## src/logic/dce_pkg.sv

```systemverilog
package dce_pkg;
  localparam logic [7:0] OP_TEST_READY  = 8'h00;
  localparam logic [7:0] OP_READ        = 8'h08;
  localparam logic [7:0] OP_VERIFY      = 8'h09;
  localparam logic [7:0] OP_WRITE       = 8'h0a;
  localparam logic [7:0] OP_SEEK        = 8'h0b;
  localparam logic [7:0] OP_INIT_DRIVE  = 8'h0c;
  localparam logic [7:0] OP_TAPE        = 8'h40;
  localparam logic [7:0] ERR_NONE       = 8'h00;
  localparam logic [7:0] ERR_SEEKING    = 8'h08;
  localparam logic [7:0] ERR_NOT_INIT   = 8'h0a;
  localparam logic [7:0] ERR_BAD_CMD    = 8'h20;
  localparam logic [7:0] ERR_SEEK_FAIL  = 8'h15;
  localparam logic [7:0] ERR_DATA       = 8'h11;
  localparam int         CMD_BYTES      = 6;
  localparam int         PARAM_BYTES    = 8;
  localparam int         ADDR_HI_BIT    = 4;
  localparam int         DRV_HI_BIT     = 6;
  localparam int         DRV_LO_BIT     = 5;
  localparam int         RETRY_BIT      = 7;
  localparam int         ECC_BIT        = 6;
  localparam int         SERVO_BIT      = 7;
  localparam int         SIZE_BIT       = 6;
  localparam logic [8:0] SECTORS_ZERO   = 9'h100;
  localparam logic [4:0] HEADS_HS3_MIN  = 5'h08;
  localparam int         CLK_MHZ        = 100;
  localparam int         SEEK_WAIT_MS   = 2000;
  localparam int         SEEK_WAIT_CYC  = SEEK_WAIT_MS * 1000 * CLK_MHZ;
  localparam logic [15:0] CYL_RST       = 16'h0000;
  localparam logic [3:0]  HEADS_RST     = 4'h0;
  typedef enum logic [1:0] {DCE_CMD_TAPE, DCE_CMD_DISK, DCE_CMD_NODRIVE} dce_target_t;
endpackage

```

## src/logic/dce_skid.sv

```systemverilog
`timescale 1ns/1ps
// Two-entry buffer: upstream ready depends only on local state, so a stall loses nothing.
module dce_skid (
  input  wire logic       clk_sys,
  input  wire logic       sys_rst,
  input  wire logic [7:0] in_data,
  input  wire logic       in_valid,
  output logic            in_ready,
  output logic [7:0]      out_data,
  output logic            out_valid,
  input  wire logic       out_ready
);
  logic [7:0] mem_q [2];
  logic       wp_q;
  logic       rp_q;
  logic [1:0] cnt_q;
  logic       room_q;
  wire        push = in_valid && in_ready;
  wire        pop  = out_valid && out_ready;
  wire  [1:0] cnt_d = cnt_q + {1'b0, push} - {1'b0, pop};

  // Room is held in a flop so that the host sees ready straight from a register.
  assign in_ready  = room_q;
  assign out_valid = (cnt_q != 2'd0);
  assign out_data  = mem_q[rp_q];

  always_ff @(posedge clk_sys)
  begin
    if (push)
    begin
      mem_q[wp_q] <= in_data;
    end
  end

  always_ff @(posedge clk_sys)
  begin
    if (sys_rst)
    begin
      wp_q  <= 1'b0;
      rp_q  <= 1'b0;
      cnt_q <= 2'd0;
      room_q <= 1'b1;
    end
    else
    begin
      if (push)
      begin
        wp_q <= ~wp_q;
      end
      if (pop)
      begin
        rp_q <= ~rp_q;
      end
      cnt_q  <= cnt_d;
      room_q <= (cnt_d != 2'd2);
    end
  end
endmodule // dce_skid

```

## src/logic/dce_exec.sv

```systemverilog
`timescale 1ns/1ps
// Summary of operation
// Verify reads sectors but sends no data
// Verify checks ID and data, reports errors
// Verify may overwrite the data buffer
// Write count sectors from logical address
// Sector count zero means 256 sectors
// Byte1 drive bits 6-5; byte5 retry, ECC
// Seek converts address to cylinder and head
// Seek status returned immediately
// Seek verified at next read or write
// Seek status error only if not issued
// Both drives may seek concurrently
// Hold busy on seeking drive except probe
// Stop waiting two seconds after command
// Probe on seeking drive returns 08
// Uninitialized drive access returns 0A
// Per-drive init; tape gated by drive 0
// Independent parameter sets per drive
// Host sends eight parameter bytes, MSB first
// Sizes one-based; current, precomp zero-based
// Eight or more heads: line is head bit 3
// Seven or fewer heads: reduced current from cylinder
// Param byte2: heads, servo, sector size
// Size bit selects 512 or 256 byte sectors
// Logical address is bytes 1..3, MSB first
module dce_exec
  #(parameter int SEEK_WAIT = dce_pkg::SEEK_WAIT_CYC)
(
  input  wire logic        clk_sys,
  input  wire logic        sys_rst,
  input  wire logic [7:0]  host_data,
  input  wire logic        host_valid,
  output logic             host_ready,
  output logic [7:0]       status_byte,
  output logic             status_valid,
  input  wire logic        status_ready,
  output logic             busy,
  output logic             op_start,
  output logic             op_read,
  output logic             op_write,
  output logic             op_seek,
  output logic             op_to_host,
  output logic             op_retry,
  output logic             op_ecc,
  output logic             op_drive,
  output logic [15:0]      op_cyl,
  output logic [3:0]       op_head,
  output logic [7:0]       op_sector,
  output logic [8:0]       op_count,
  output logic             op_verify_seek,
  output logic             op_sec512,
  output logic             op_servo,
  output logic             rwc_line,
  input  wire logic        op_done,
  input  wire logic        op_err,
  input  wire logic        seek_issue_err,
  input  wire logic [1:0]  seek_complete_pin,
  input  wire logic [15:0] cur_cyl
);
  import dce_pkg::*;

  logic [7:0]  buf_data;
  logic        buf_valid;
  logic        buf_ready;

  dce_skid u_skid (
    .clk_sys   (clk_sys),
    .sys_rst   (sys_rst),
    .in_data   (host_data),
    .in_valid  (host_valid),
    .in_ready  (host_ready),
    .out_data  (buf_data),
    .out_valid (buf_valid),
    .out_ready (buf_ready)
  );

  typedef enum logic [2:0] {S_CMD, S_PARAM, S_DECODE, S_WAIT_SEEK, S_RUN, S_STATUS}
    dce_state_t;
  dce_state_t  st_q;
  logic [7:0]  cmd_q [CMD_BYTES];
  logic [7:0]  par_q [PARAM_BYTES];
  logic [3:0]  idx_q;
  logic [1:0]  init_q;
  logic [1:0]  seeking_q;
  logic [1:0]  unverified_q;
  logic [1:0]  sc_m_q;
  logic [1:0]  sc_q;
  logic [1:0]  sc_prev_q;
  logic [31:0] wait_q;
  logic [15:0] maxcyl_q [2];
  logic [3:0]  heads_q [2];
  logic [15:0] rwc_cyl_q [2];
  logic [1:0]  sec512_q;
  logic [1:0]  servo_q;

  // Byte 1 bit 7 must be zero; bit 4 is unused.
  wire [1:0]  drv_sel = cmd_q[1][DRV_HI_BIT:DRV_LO_BIT];
  wire        drv     = drv_sel[0];
  wire [7:0]  opcode  = cmd_q[0];
  wire [19:0] lba     = {cmd_q[1][ADDR_HI_BIT-1:0], cmd_q[2], cmd_q[3]};
  wire        is_disk = (opcode == OP_READ) || (opcode == OP_VERIFY)
                        || (opcode == OP_WRITE) || (opcode == OP_SEEK);

  function automatic logic drive_ok(input logic [7:0] op, input logic [1:0] d,
                                    input logic [1:0] ini);
    if (op == OP_TAPE)
      return ini[0];
    return (d[1] == 1'b0) && ini[d[0]];
  endfunction

  // Sectors per track is taken as 32 so the split is a shift; heads are one-based.
  wire [15:0] track   = {1'b0, lba[19:5]};
  wire [4:0]  nheads  = {1'b0, heads_q[drv]};
  wire [15:0] cyl_c   = (nheads == 5'd0) ? 16'h0000 : 16'(track / nheads);
  wire [3:0]  head_c  = (nheads == 5'd0) ? 4'h0 : 4'(track % nheads);

  assign buf_ready = (st_q == S_CMD) || (st_q == S_PARAM);

  always_ff @(posedge clk_sys)
  begin
    sc_m_q <= seek_complete_pin;
    sc_q   <= sc_m_q;
    sc_prev_q <= sc_q;
  end

  always_ff @(posedge clk_sys)
  begin
    if (buf_valid && buf_ready && st_q == S_CMD)
    begin
      cmd_q[idx_q[2:0]] <= buf_data;
    end
    if (buf_valid && buf_ready && st_q == S_PARAM)
    begin
      par_q[idx_q[2:0]] <= buf_data;
    end
  end

  always_ff @(posedge clk_sys)
  begin
    if (sys_rst)
    begin
      st_q           <= S_CMD;
      idx_q          <= 4'h0;
      init_q         <= 2'b00;
      seeking_q      <= 2'b00;
      unverified_q   <= 2'b00;
      wait_q         <= 32'h0;
      status_byte    <= ERR_NONE;
      status_valid   <= 1'b0;
      busy           <= 1'b0;
      op_start       <= 1'b0;
      op_read        <= 1'b0;
      op_write       <= 1'b0;
      op_seek        <= 1'b0;
      op_to_host     <= 1'b0;
      op_retry       <= 1'b0;
      op_ecc         <= 1'b0;
      op_drive       <= 1'b0;
      op_cyl         <= CYL_RST;
      op_head        <= HEADS_RST;
      op_sector      <= 8'h00;
      op_count       <= 9'h000;
      op_verify_seek <= 1'b0;
      op_sec512      <= 1'b0;
      op_servo       <= 1'b0;
      for (int i = 0; i < 2; i++)
      begin
        maxcyl_q[i]  <= CYL_RST;
        heads_q[i]   <= HEADS_RST;
        rwc_cyl_q[i] <= CYL_RST;
      end
      sec512_q       <= 2'b00;
      servo_q        <= 2'b00;
    end
    else
    begin
      op_start <= 1'b0;
      // Seek completion clears the outstanding flag on either drive at any time.
      // The line idles high and only falls once the drive moves, so its level would
      // clear a fresh seek; only its return high counts as completion.
      for (int d = 0; d < 2; d++)
      begin
        if (sc_q[d] && !sc_prev_q[d])
        begin
          seeking_q[d] <= 1'b0;
        end
      end
      unique case (st_q)
        S_CMD:
        begin
          if (buf_valid)
          begin
            if (idx_q == 4'(CMD_BYTES - 1))
            begin
              idx_q <= 4'h0;
              st_q  <= S_DECODE;
            end
            else
            begin
              idx_q <= idx_q + 4'h1;
            end
          end
        end
        S_PARAM:
        begin
          if (buf_valid)
          begin
            if (idx_q == 4'(PARAM_BYTES - 1))
            begin
              idx_q <= 4'h0;
              // Two-byte fields arrive MSB first; sizes stored one-based as sent.
              maxcyl_q[drv]  <= {par_q[0], par_q[1]};
              heads_q[drv]   <= par_q[2][3:0];
              servo_q[drv]   <= par_q[2][SERVO_BIT];
              sec512_q[drv]  <= par_q[2][SIZE_BIT];
              rwc_cyl_q[drv] <= {par_q[3], par_q[4]};
              init_q[drv]    <= 1'b1;
              status_byte    <= ERR_NONE;
              status_valid   <= 1'b1;
              st_q           <= S_STATUS;
            end
            else
            begin
              idx_q <= idx_q + 4'h1;
            end
          end
        end
        S_DECODE:
        begin
          busy <= 1'b1;
          if (opcode == OP_INIT_DRIVE)
          begin
            st_q <= S_PARAM;
          end
          else if (opcode == OP_TEST_READY)
          begin
            // The probe never waits on a seek.
            status_byte  <= seeking_q[drv] ? ERR_SEEKING : ERR_NONE;
            status_valid <= 1'b1;
            st_q         <= S_STATUS;
          end
          else if ((is_disk || opcode == OP_TAPE) && !drive_ok(opcode, drv_sel, init_q))
          begin
            status_byte  <= ERR_NOT_INIT;
            status_valid <= 1'b1;
            st_q         <= S_STATUS;
          end
          else if (!is_disk)
          begin
            status_byte  <= ERR_BAD_CMD;
            status_valid <= 1'b1;
            st_q         <= S_STATUS;
          end
          else
          begin
            wait_q <= 32'h0;
            st_q   <= S_WAIT_SEEK;
          end
        end
        S_WAIT_SEEK:
        begin
          wait_q <= wait_q + 32'h1;
          // Give up after the wait limit so a stuck drive cannot hang the host.
          if (!seeking_q[drv] || wait_q >= 32'(SEEK_WAIT - 1))
          begin
            seeking_q[drv] <= 1'b0;
            op_start       <= (opcode != OP_SEEK);
            op_seek        <= (opcode == OP_SEEK);
            op_read        <= (opcode == OP_READ) || (opcode == OP_VERIFY);
            op_write       <= (opcode == OP_WRITE);
            op_to_host     <= (opcode == OP_READ);
            op_retry       <= cmd_q[5][RETRY_BIT];
            op_ecc         <= cmd_q[5][ECC_BIT];
            op_drive       <= drv;
            op_cyl         <= cyl_c;
            op_head        <= head_c;
            op_sector      <= {3'b000, lba[4:0]};
            op_count       <= (cmd_q[4] == 8'h00) ? SECTORS_ZERO : {1'b0, cmd_q[4]};
            op_verify_seek <= unverified_q[drv];
            op_sec512      <= sec512_q[drv];
            op_servo       <= servo_q[drv];
            if (opcode == OP_SEEK)
            begin
              // Status goes back at once; the drive keeps moving.
              status_byte  <= seek_issue_err ? ERR_SEEK_FAIL : ERR_NONE;
              status_valid <= 1'b1;
              if (!seek_issue_err)
              begin
                seeking_q[drv]    <= 1'b1;
                unverified_q[drv] <= 1'b1;
              end
              st_q <= S_STATUS;
            end
            else
            begin
              unverified_q[drv] <= 1'b0;
              st_q <= S_RUN;
            end
          end
        end
        S_RUN:
        begin
          if (op_done)
          begin
            op_read      <= 1'b0;
            op_write     <= 1'b0;
            // ID and data field faults both surface here.
            status_byte  <= op_err ? ERR_DATA : ERR_NONE;
            status_valid <= 1'b1;
            st_q         <= S_STATUS;
          end
        end
        S_STATUS:
        begin
          op_seek <= 1'b0;
          if (status_ready)
          begin
            status_valid <= 1'b0;
            busy         <= 1'b0;
            st_q         <= S_CMD;
          end
        end
        default:
        begin
          st_q <= S_CMD;
        end
      endcase
    end
  end

  always_ff @(posedge clk_sys)
  begin
    if (sys_rst)
    begin
      rwc_line <= 1'b0;
    end
    else if (heads_q[op_drive] >= HEADS_HS3_MIN[3:0])
    begin
      rwc_line <= op_head[3];
    end
    else
    begin
      rwc_line <= (cur_cyl >= rwc_cyl_q[op_drive]);
    end
  end
endmodule // dce_exec

```

## config.mk

```make
export PLATFORM = sky130hd
export DESIGN_NAME = dce_exec
export DESIGN_NICKNAME = d
export VERILOG_FILES = /design/src/logic/dce_pkg.sv /design/src/logic/dce_skid.sv /design/src/logic/dce_exec.sv
export SDC_FILE = /design/constraint.sdc
export NUM_CORES = 1
export LEC_CHECK = 0
export BUFFER_PORTS_ARGS = -buffer_cell sky130_fd_sc_hd__buf_4
export CORE_MARGIN = 4
export CORE_UTILIZATION = 60
export CTS_CLUSTER_DIAMETER = 40
export CTS_CLUSTER_SIZE = 10
export DETAILED_ROUTE_END_ITERATION = 8
export PLACE_DENSITY = 0.79
export RECOVER_POWER = 100
export SYNTH_ARGS = -nofsm -noshare
export SYNTH_HDL_FRONTEND = slang
export SYNTH_SLANG_ARGS = --single-unit
```

## constraint.sdc

```tcl
create_clock -name clk_sys -period 75 [get_ports clk_sys]
set_input_delay 15 -clock clk_sys [delete_from_list [all_inputs] [get_ports clk_sys]]
set_output_delay 15 -clock clk_sys [all_outputs]
set_load 0.05 [all_outputs]
```

==> results of run 1 <==
==> kinds of logic (layout without fill, tap and decap cells) <==
group / after synthesis / in the layout / synth area share [%]
muxes: 69 / 69 / 5.339
DFF: 233 / 233 / 41.43
xor gates and xnor gates: 66 / 66 / 4.097
other: 1 / 6 / 0.02658
buffers and inverters: 101 / 204 / 3.051
adders and majority gates: 81 / 81 / 7.219
and+or+nand+nor: 586 / 586 / 21.14
AOI/OAI and AO/OA: 345 / 345 / 17.69
==> worst paths after layout <==
path                                   from         end  slack [ns]  cells past startpoint
worst max-delay path            cmd_q[1][5]  op_head[1]       40.34                    122
worst min-delay path              sc_m_q[0]     sc_q[0]        0.33                      0
worst max register to register  cmd_q[1][5]  op_head[1]       40.34                    122
worst min register to register    sc_m_q[0]     sc_q[0]        0.33                      0
==> registers in the layout, indices dropped and copies added (netlist names), 2 cells and up, named ones only <==
register and flops:
sec512_q 2, op_head 4, u_skid.cnt_q 2, sc_m_q 2, sc_q 2, servo_q 2
par_q 22, rwc_cyl_q 32, heads_q 8, st_q 3, u_skid.mem_q 16, status_byte 5
op_sector 5, seeking_q 2, wait_q 32, op_count 9, init_q 2, idx_q 4
cmd_q 40, op_cyl 16, sc_prev_q 2
==> synthesized netlist by cell type (all sizes together), types with 4 or more instances <==
master and n:
nor2 154, nand2 125, edfxtp 118, dfxtp 115
a21oi 92, ha 79, nor3 62, and2 60
o21ai 60, clkbuf 47, mux2i 41, nand3 41
inv 38, xnor2 36, o21a 30, xor2 30
mux2 28, a21o 21, or3 20, a211oi 18
a22oi 18, nand2b 18, or2 18, nand4 17
nor4 16, and3 15, buf 15, nor2b 15
a31oi 13, o211ai 11, a21boi 10, o211a 8
o31ai 8, o221ai 7, nand3b 6, a2111oi 5
a22o 5, nor3b 5, o21bai 5, o22ai 4
==> final cells by class <==
type | count | area [sq um] | area share, %
Clock buffer | 53 | 1027 | 6.485
Inverter | 39 | 146.4 | 0.9241
Timing Repair Buffer | 99 | 495.5 | 3.128
Clock inverter | 13 | 167.7 | 1.058
Tap cell | 313 | 391.6 | 2.472
Multi-Input combinational cell | 1153 | 7767 | 49.03
Sequential cell | 233 | 5846 | 36.90
==> worst max-delay path, delay by kind of cell, from the launching register on <==
family | cells | cell delay (ns)
compound gates | 62 | 17.30
simple gates | 36 | 9.25
fa+ha+maj | 15 | 4.59
mux | 7 | 2.22
flops | 1 | 0.87
buf+inv | 2 | 0.34
==> routing by layer <==
layer,vias to the layer above,GRT usage (%)
li1,5623,-
met1,5556,35.42
met2,401,44.98
met3,87,3.725
met4,0,9.655
met5,-,0
==> through the flow <==
stage	setup WS (ns)	util (%)	hold slack, ns	std cells	area (sq um)
finish	40.34	69.13	0.3327	1903	15840
detailed placement	44.99	65.36	0.3168	1837	14980
floorplan	48.28	-	0.3096	1487	14130
CTS	44.68	70.58	0.3369	1903	16170
global route	37.46	69.13	0.3395	1903	15840
global placement	46.19	65.36	0.3100	1837	14980
==> flow_summary.yaml, run 1 <==
synthesis:
  ys.flop_type: "edfxtp_1"
  synth_cell_types: 107
  mappedNetlistArea_sq_um: 14110
  ys_seq_elements: 233
  synth_area_leaders: "edfxtp_1 (25%), dfxtp_1 (16%), ha_1 (7.0%)"
  synth_top_area_cell: "edfxtp_1"
  synth.avg_cell_area_sq_um: 9.520
  ys_seq_area_share_pct: 41.43
  syn_inst: 1482
  synthArstFlopShare_pct: 0
  yosys_warnings: 0
  synth_edf_count: 118
  yosysTopAreaCellShare_pct: 25.12
floorplan:
  die_h_um: 161.3
  initial_core_util_pct: 61.57
  fp.dieW_um: 161.3
  ios: 93
  coreArea_sq_um: 22920
  die_area_sq_um: 26030
  rows: 55
finish:
  fillers: 1777
  nets: 1675
  drive_gt1_share_pct: 9.874
  antennaDiodeCount: 0
  syn2layout_area_growth_pct: 12.28
  layout_common_cells: "nor2_1 (153), nand2_1 (124), edfxtp_1 (118), dfxtp_1 (115), a21oi_1 (89)"
  mostFrequentLayoutCell: "nor2_1"
setup_path:
  worst_ep_arrival_time_ns: 35.05
  critPathSlowestCell: "a2111oi_0"
  endpoint_kind: "flip-flop"
  start_kind: "flip-flop"
  crit_path_frequent_cell: "o21a_1"
  required_ns: 75.40
  crit_fanout: 21
  path_class: "reg -> reg"
  slowest_delay_ns: 2.01
clock_tree:
  clock-sinks: 233
  cts.clk_slew.worst_paths_ns: 0.05
  cts-buffers-inserted: 36
  cts_tree: "built"
  clock_path_buffers: 3
  htreeDepth: 2
  ctsHoldBuffers: 0
  clock_latency_ns: 0.53
  post_cts_buffers: 0
  clockRootBuffer: "clkbuf_16"
  postCtsResizedCells: 0
run_status:
  outcome: "complete, but fails checks"
  violations: "capacitance limit, slew limit"
timing:
  fin_tns_setup_ns: 0
  final-setup-viol-count: 0
  post-route-period-util_pct: 46.21
  finalCriticalPeriod_ns: 34.66
  maxSlewHeadroom_pct: -73.36
  fmax_ghz: 0.02885
  tightest_slew_ns: 2.535
  rsz0062_at_grt: "false"
  hold_viol_final: 0
  maxSlewViolCount: 57
  skew_ns: 0.03413
placement:
  hpwl_um: 24940
  gp_congestion: 0.9390
  portBuffers: 87
route:
  top_layer_used: "met4"
  wl_met3_um: 2155
  ant_nets: 0
  firstDrtPassIters: 7
  vias: 11667
  drtIter0Drc: 987
  drt_wl_total_um: 35170
  drc: 0
  wl_met1_um: 15190
  wire_per_inst_um: 18.48
  wl_met2_um: 16820
  via_per_inst: 6.131
global_route:
  grt_max_degree: 46
  grt_pass1_vias: 11526
  antenna_found_initial: 0
  grt-ovfl-total: 0
  grt_pass1_wl_um: 57440
  grtUsageTotal_pct: 26.72
worst_hold_path:
  hp-class: "reg -> reg"
flow_run:
  cap_violations: 2
Power of run 1 is not shown: default switching activity piles up to over one toggle a cycle in this logic, so the estimate is an artifact.
==> run 2, diff against run 1 <==
- CORE_UTILIZATION: 60 -> 56
- PLACE_DENSITY: 0.79 -> 0.78
- clock period: 75 -> 31.4 ns (I/O delays scaled with it)
==> run 2 against run 1 <==
  * Routed wire length increased by 1.1%
  * First-iteration DRC count decreased by 8.6%
  * Core utilization decreased by 4.5 points
  * Flip-flop and latch count unchanged
  * Worst setup slack got worse by 38 ns
  * Design area increased by 0.10%
  * Critical path depth decreased by 4
  * Global-route usage decreased by 2.1 points
  * Critical path type unchanged
  * The flow still finishes with violations (capacitance limit, slew limit)
==> flow_summary.yaml, run 2 (synthesis results as in run 1) <==
run_status:
  outcome: "complete, but fails checks"
  violations: "capacitance limit, slew limit"
finish:
  largest_register_ffs: 40
  design_area_sq_um: 15860
  layout_common_cells: "nor2_1 (151), nand2_1 (124), edfxtp_1 (118), dfxtp_1 (115), a21oi_1 (88)"
  syn2layout_area_growth_pct: 12.40
  nets: 1683
  drive_gt1_share_pct: 10.92
  antennaDiodeCount: 0
  mostFrequentLayoutCell: "nor2_1"
clock_tree:
  cts_tree: "built"
  cts-buffers-inserted: 34
  htreeDepth: 2
  ctsHoldBuffers: 0
  clock_latency_ns: 0.51
  clock-sinks: 233
  clock_path_buffers: 3
  clockRootBuffer: "clkbuf_16"
  cts.clk_slew.worst_paths_ns: 0.05
route:
  drc: 0
  ant_nets: 0
  via_per_inst: 6.130
  vias: 11758
  wire_per_inst_um: 18.53
  drt_wl_total_um: 35550
  firstDrtPassIters: 7
  drtIter0Drc: 902
timing:
  fin_tns_setup_ns: 0
  final-setup-viol-count: 0
  fmax_ghz: 0.03441
  hold_viol_final: 0
  maxSlewHeadroom_pct: -124.7
  skew_ns: 0.02220
  post-route-period-util_pct: 92.56
  tightest_slew_ns: 3.370
  maxSlewViolCount: 73
  rsz0062_at_grt: "false"
  finalCriticalPeriod_ns: 29.07
worst_hold_path:
  hp-class: "reg -> reg"
placement:
  gp_congestion: 0.9634
  hpwl_um: 24970
  portBuffers: 87
  placed_cell_area_sq_um: 14990
setup_path:
  r2r_start: "cmd_q[1][5]"
  worstSetupStartpoint: "cmd_q[1][5]"
  required_ns: 31.78
  crit_fanout: 10
  critPathSlowestCell: "or4b_1"
  start_kind: "flip-flop"
  path_class: "reg -> reg"
  slowest_delay_ns: 0.67
  worst_ep_arrival_time_ns: 29.45
  crit_path_frequent_cell: "ha_1"
  r2r_cells: 118
  endpoint: "op_head[0]"
  endpoint_kind: "flip-flop"
  r2r-end: "op_head[0]"
  r2r_slack_ns: 2.33
floorplan:
  ios: 93
  fp.dieW_um: 166.7
  rows: 57
  die_area_sq_um: 27800
  coreArea_sq_um: 24530
  initial_core_util_pct: 57.51
  die_h_um: 166.7
global_route:
  grt_pass1_vias: 11549
  antenna_found_initial: 0
  grt_max_degree: 64
  grtUsageTotal_pct: 24.64
  grt_pass1_wl_um: 57230
  grt-ovfl-total: 0
flow_run:
  cap_violations: 2
[run 2: worst min path at each step]
stage / start / end / slack, ns / cells past startpoint
after floorplan: sc_m_q[0] / sc_q[0] / 0.31 / 0
after global placement: sc_m_q[0] / sc_q[0] / 0.33 / 0
after detailed placement: sc_m_q[0] / sc_q[0] / 0.33 / 0
after CTS: sc_m_q[0] / sc_q[0] / 0.35 / 0
after global routing: sc_m_q[0] / sc_q[0] / 0.35 / 0
final: sc_m_q[0] / sc_q[0] / 0.34 / 0
[run 2: critical path, delay by kind of cell, from the launching register on]
family | cells | cell delay, ns
muxes | 6 | 1.92
buffers and inverters | 5 | 0.92
adders and majority gates | 14 | 4.39
AOI/OAI and AO/OA | 54 | 12.20
and+or+nand+nor | 39 | 8.93
DFF | 1 | 0.48
[run 2: per-layer routing]
metal	share of wire (%)	vias to the layer above	wire length, um	track usage [%]
met4	2.3	0	831	7.542
met5	0	-	0	0
met1	42	5631	14930	31.81
li1	-	5622	-	-
met3	6.7	79	2383	3.935
met2	49	426	17400	42.81
[run 2: area by class of cell]
class	instances	area [sq um]
Fill cell	2017	8676
Multi-Input combinational cell	1153	7861
Sequential cell	233	5846
Clock buffer	48	923.4
Timing Repair Buffer	109	566.8
Tap cell	324	405.4
Inverter	39	146.4
Clock inverter	12	108.9
[run 2: repair_timing]
action | 4_1_cts | 5_1_grt
endpoints found under the hold margin | 0 | 0
buffers inserted | 0 | 11
endpoints found under the setup margin | 0 | 5
gates resized for setup | 0 | 3
[run 2: through the flow]
| stage | setup slack [ns] | hold slack, ns | util (%) | cells |
|---|---|---|---|---|
| floorplan | 4.676 | 0.3096 | - | 1487 |
| global placement | 2.786 | 0.3275 | 61.10 | 1847 |
| detailed placement | 1.400 | 0.3339 | 61.10 | 1847 |
| CTS | 1.288 | 0.3457 | 65.31 | 1907 |
| global route | 0.05777 | 0.3498 | 64.64 | 1918 |
| finish | 2.335 | 0.3439 | 64.64 | 1918 |
Power of run 2 is left out for the same reason.
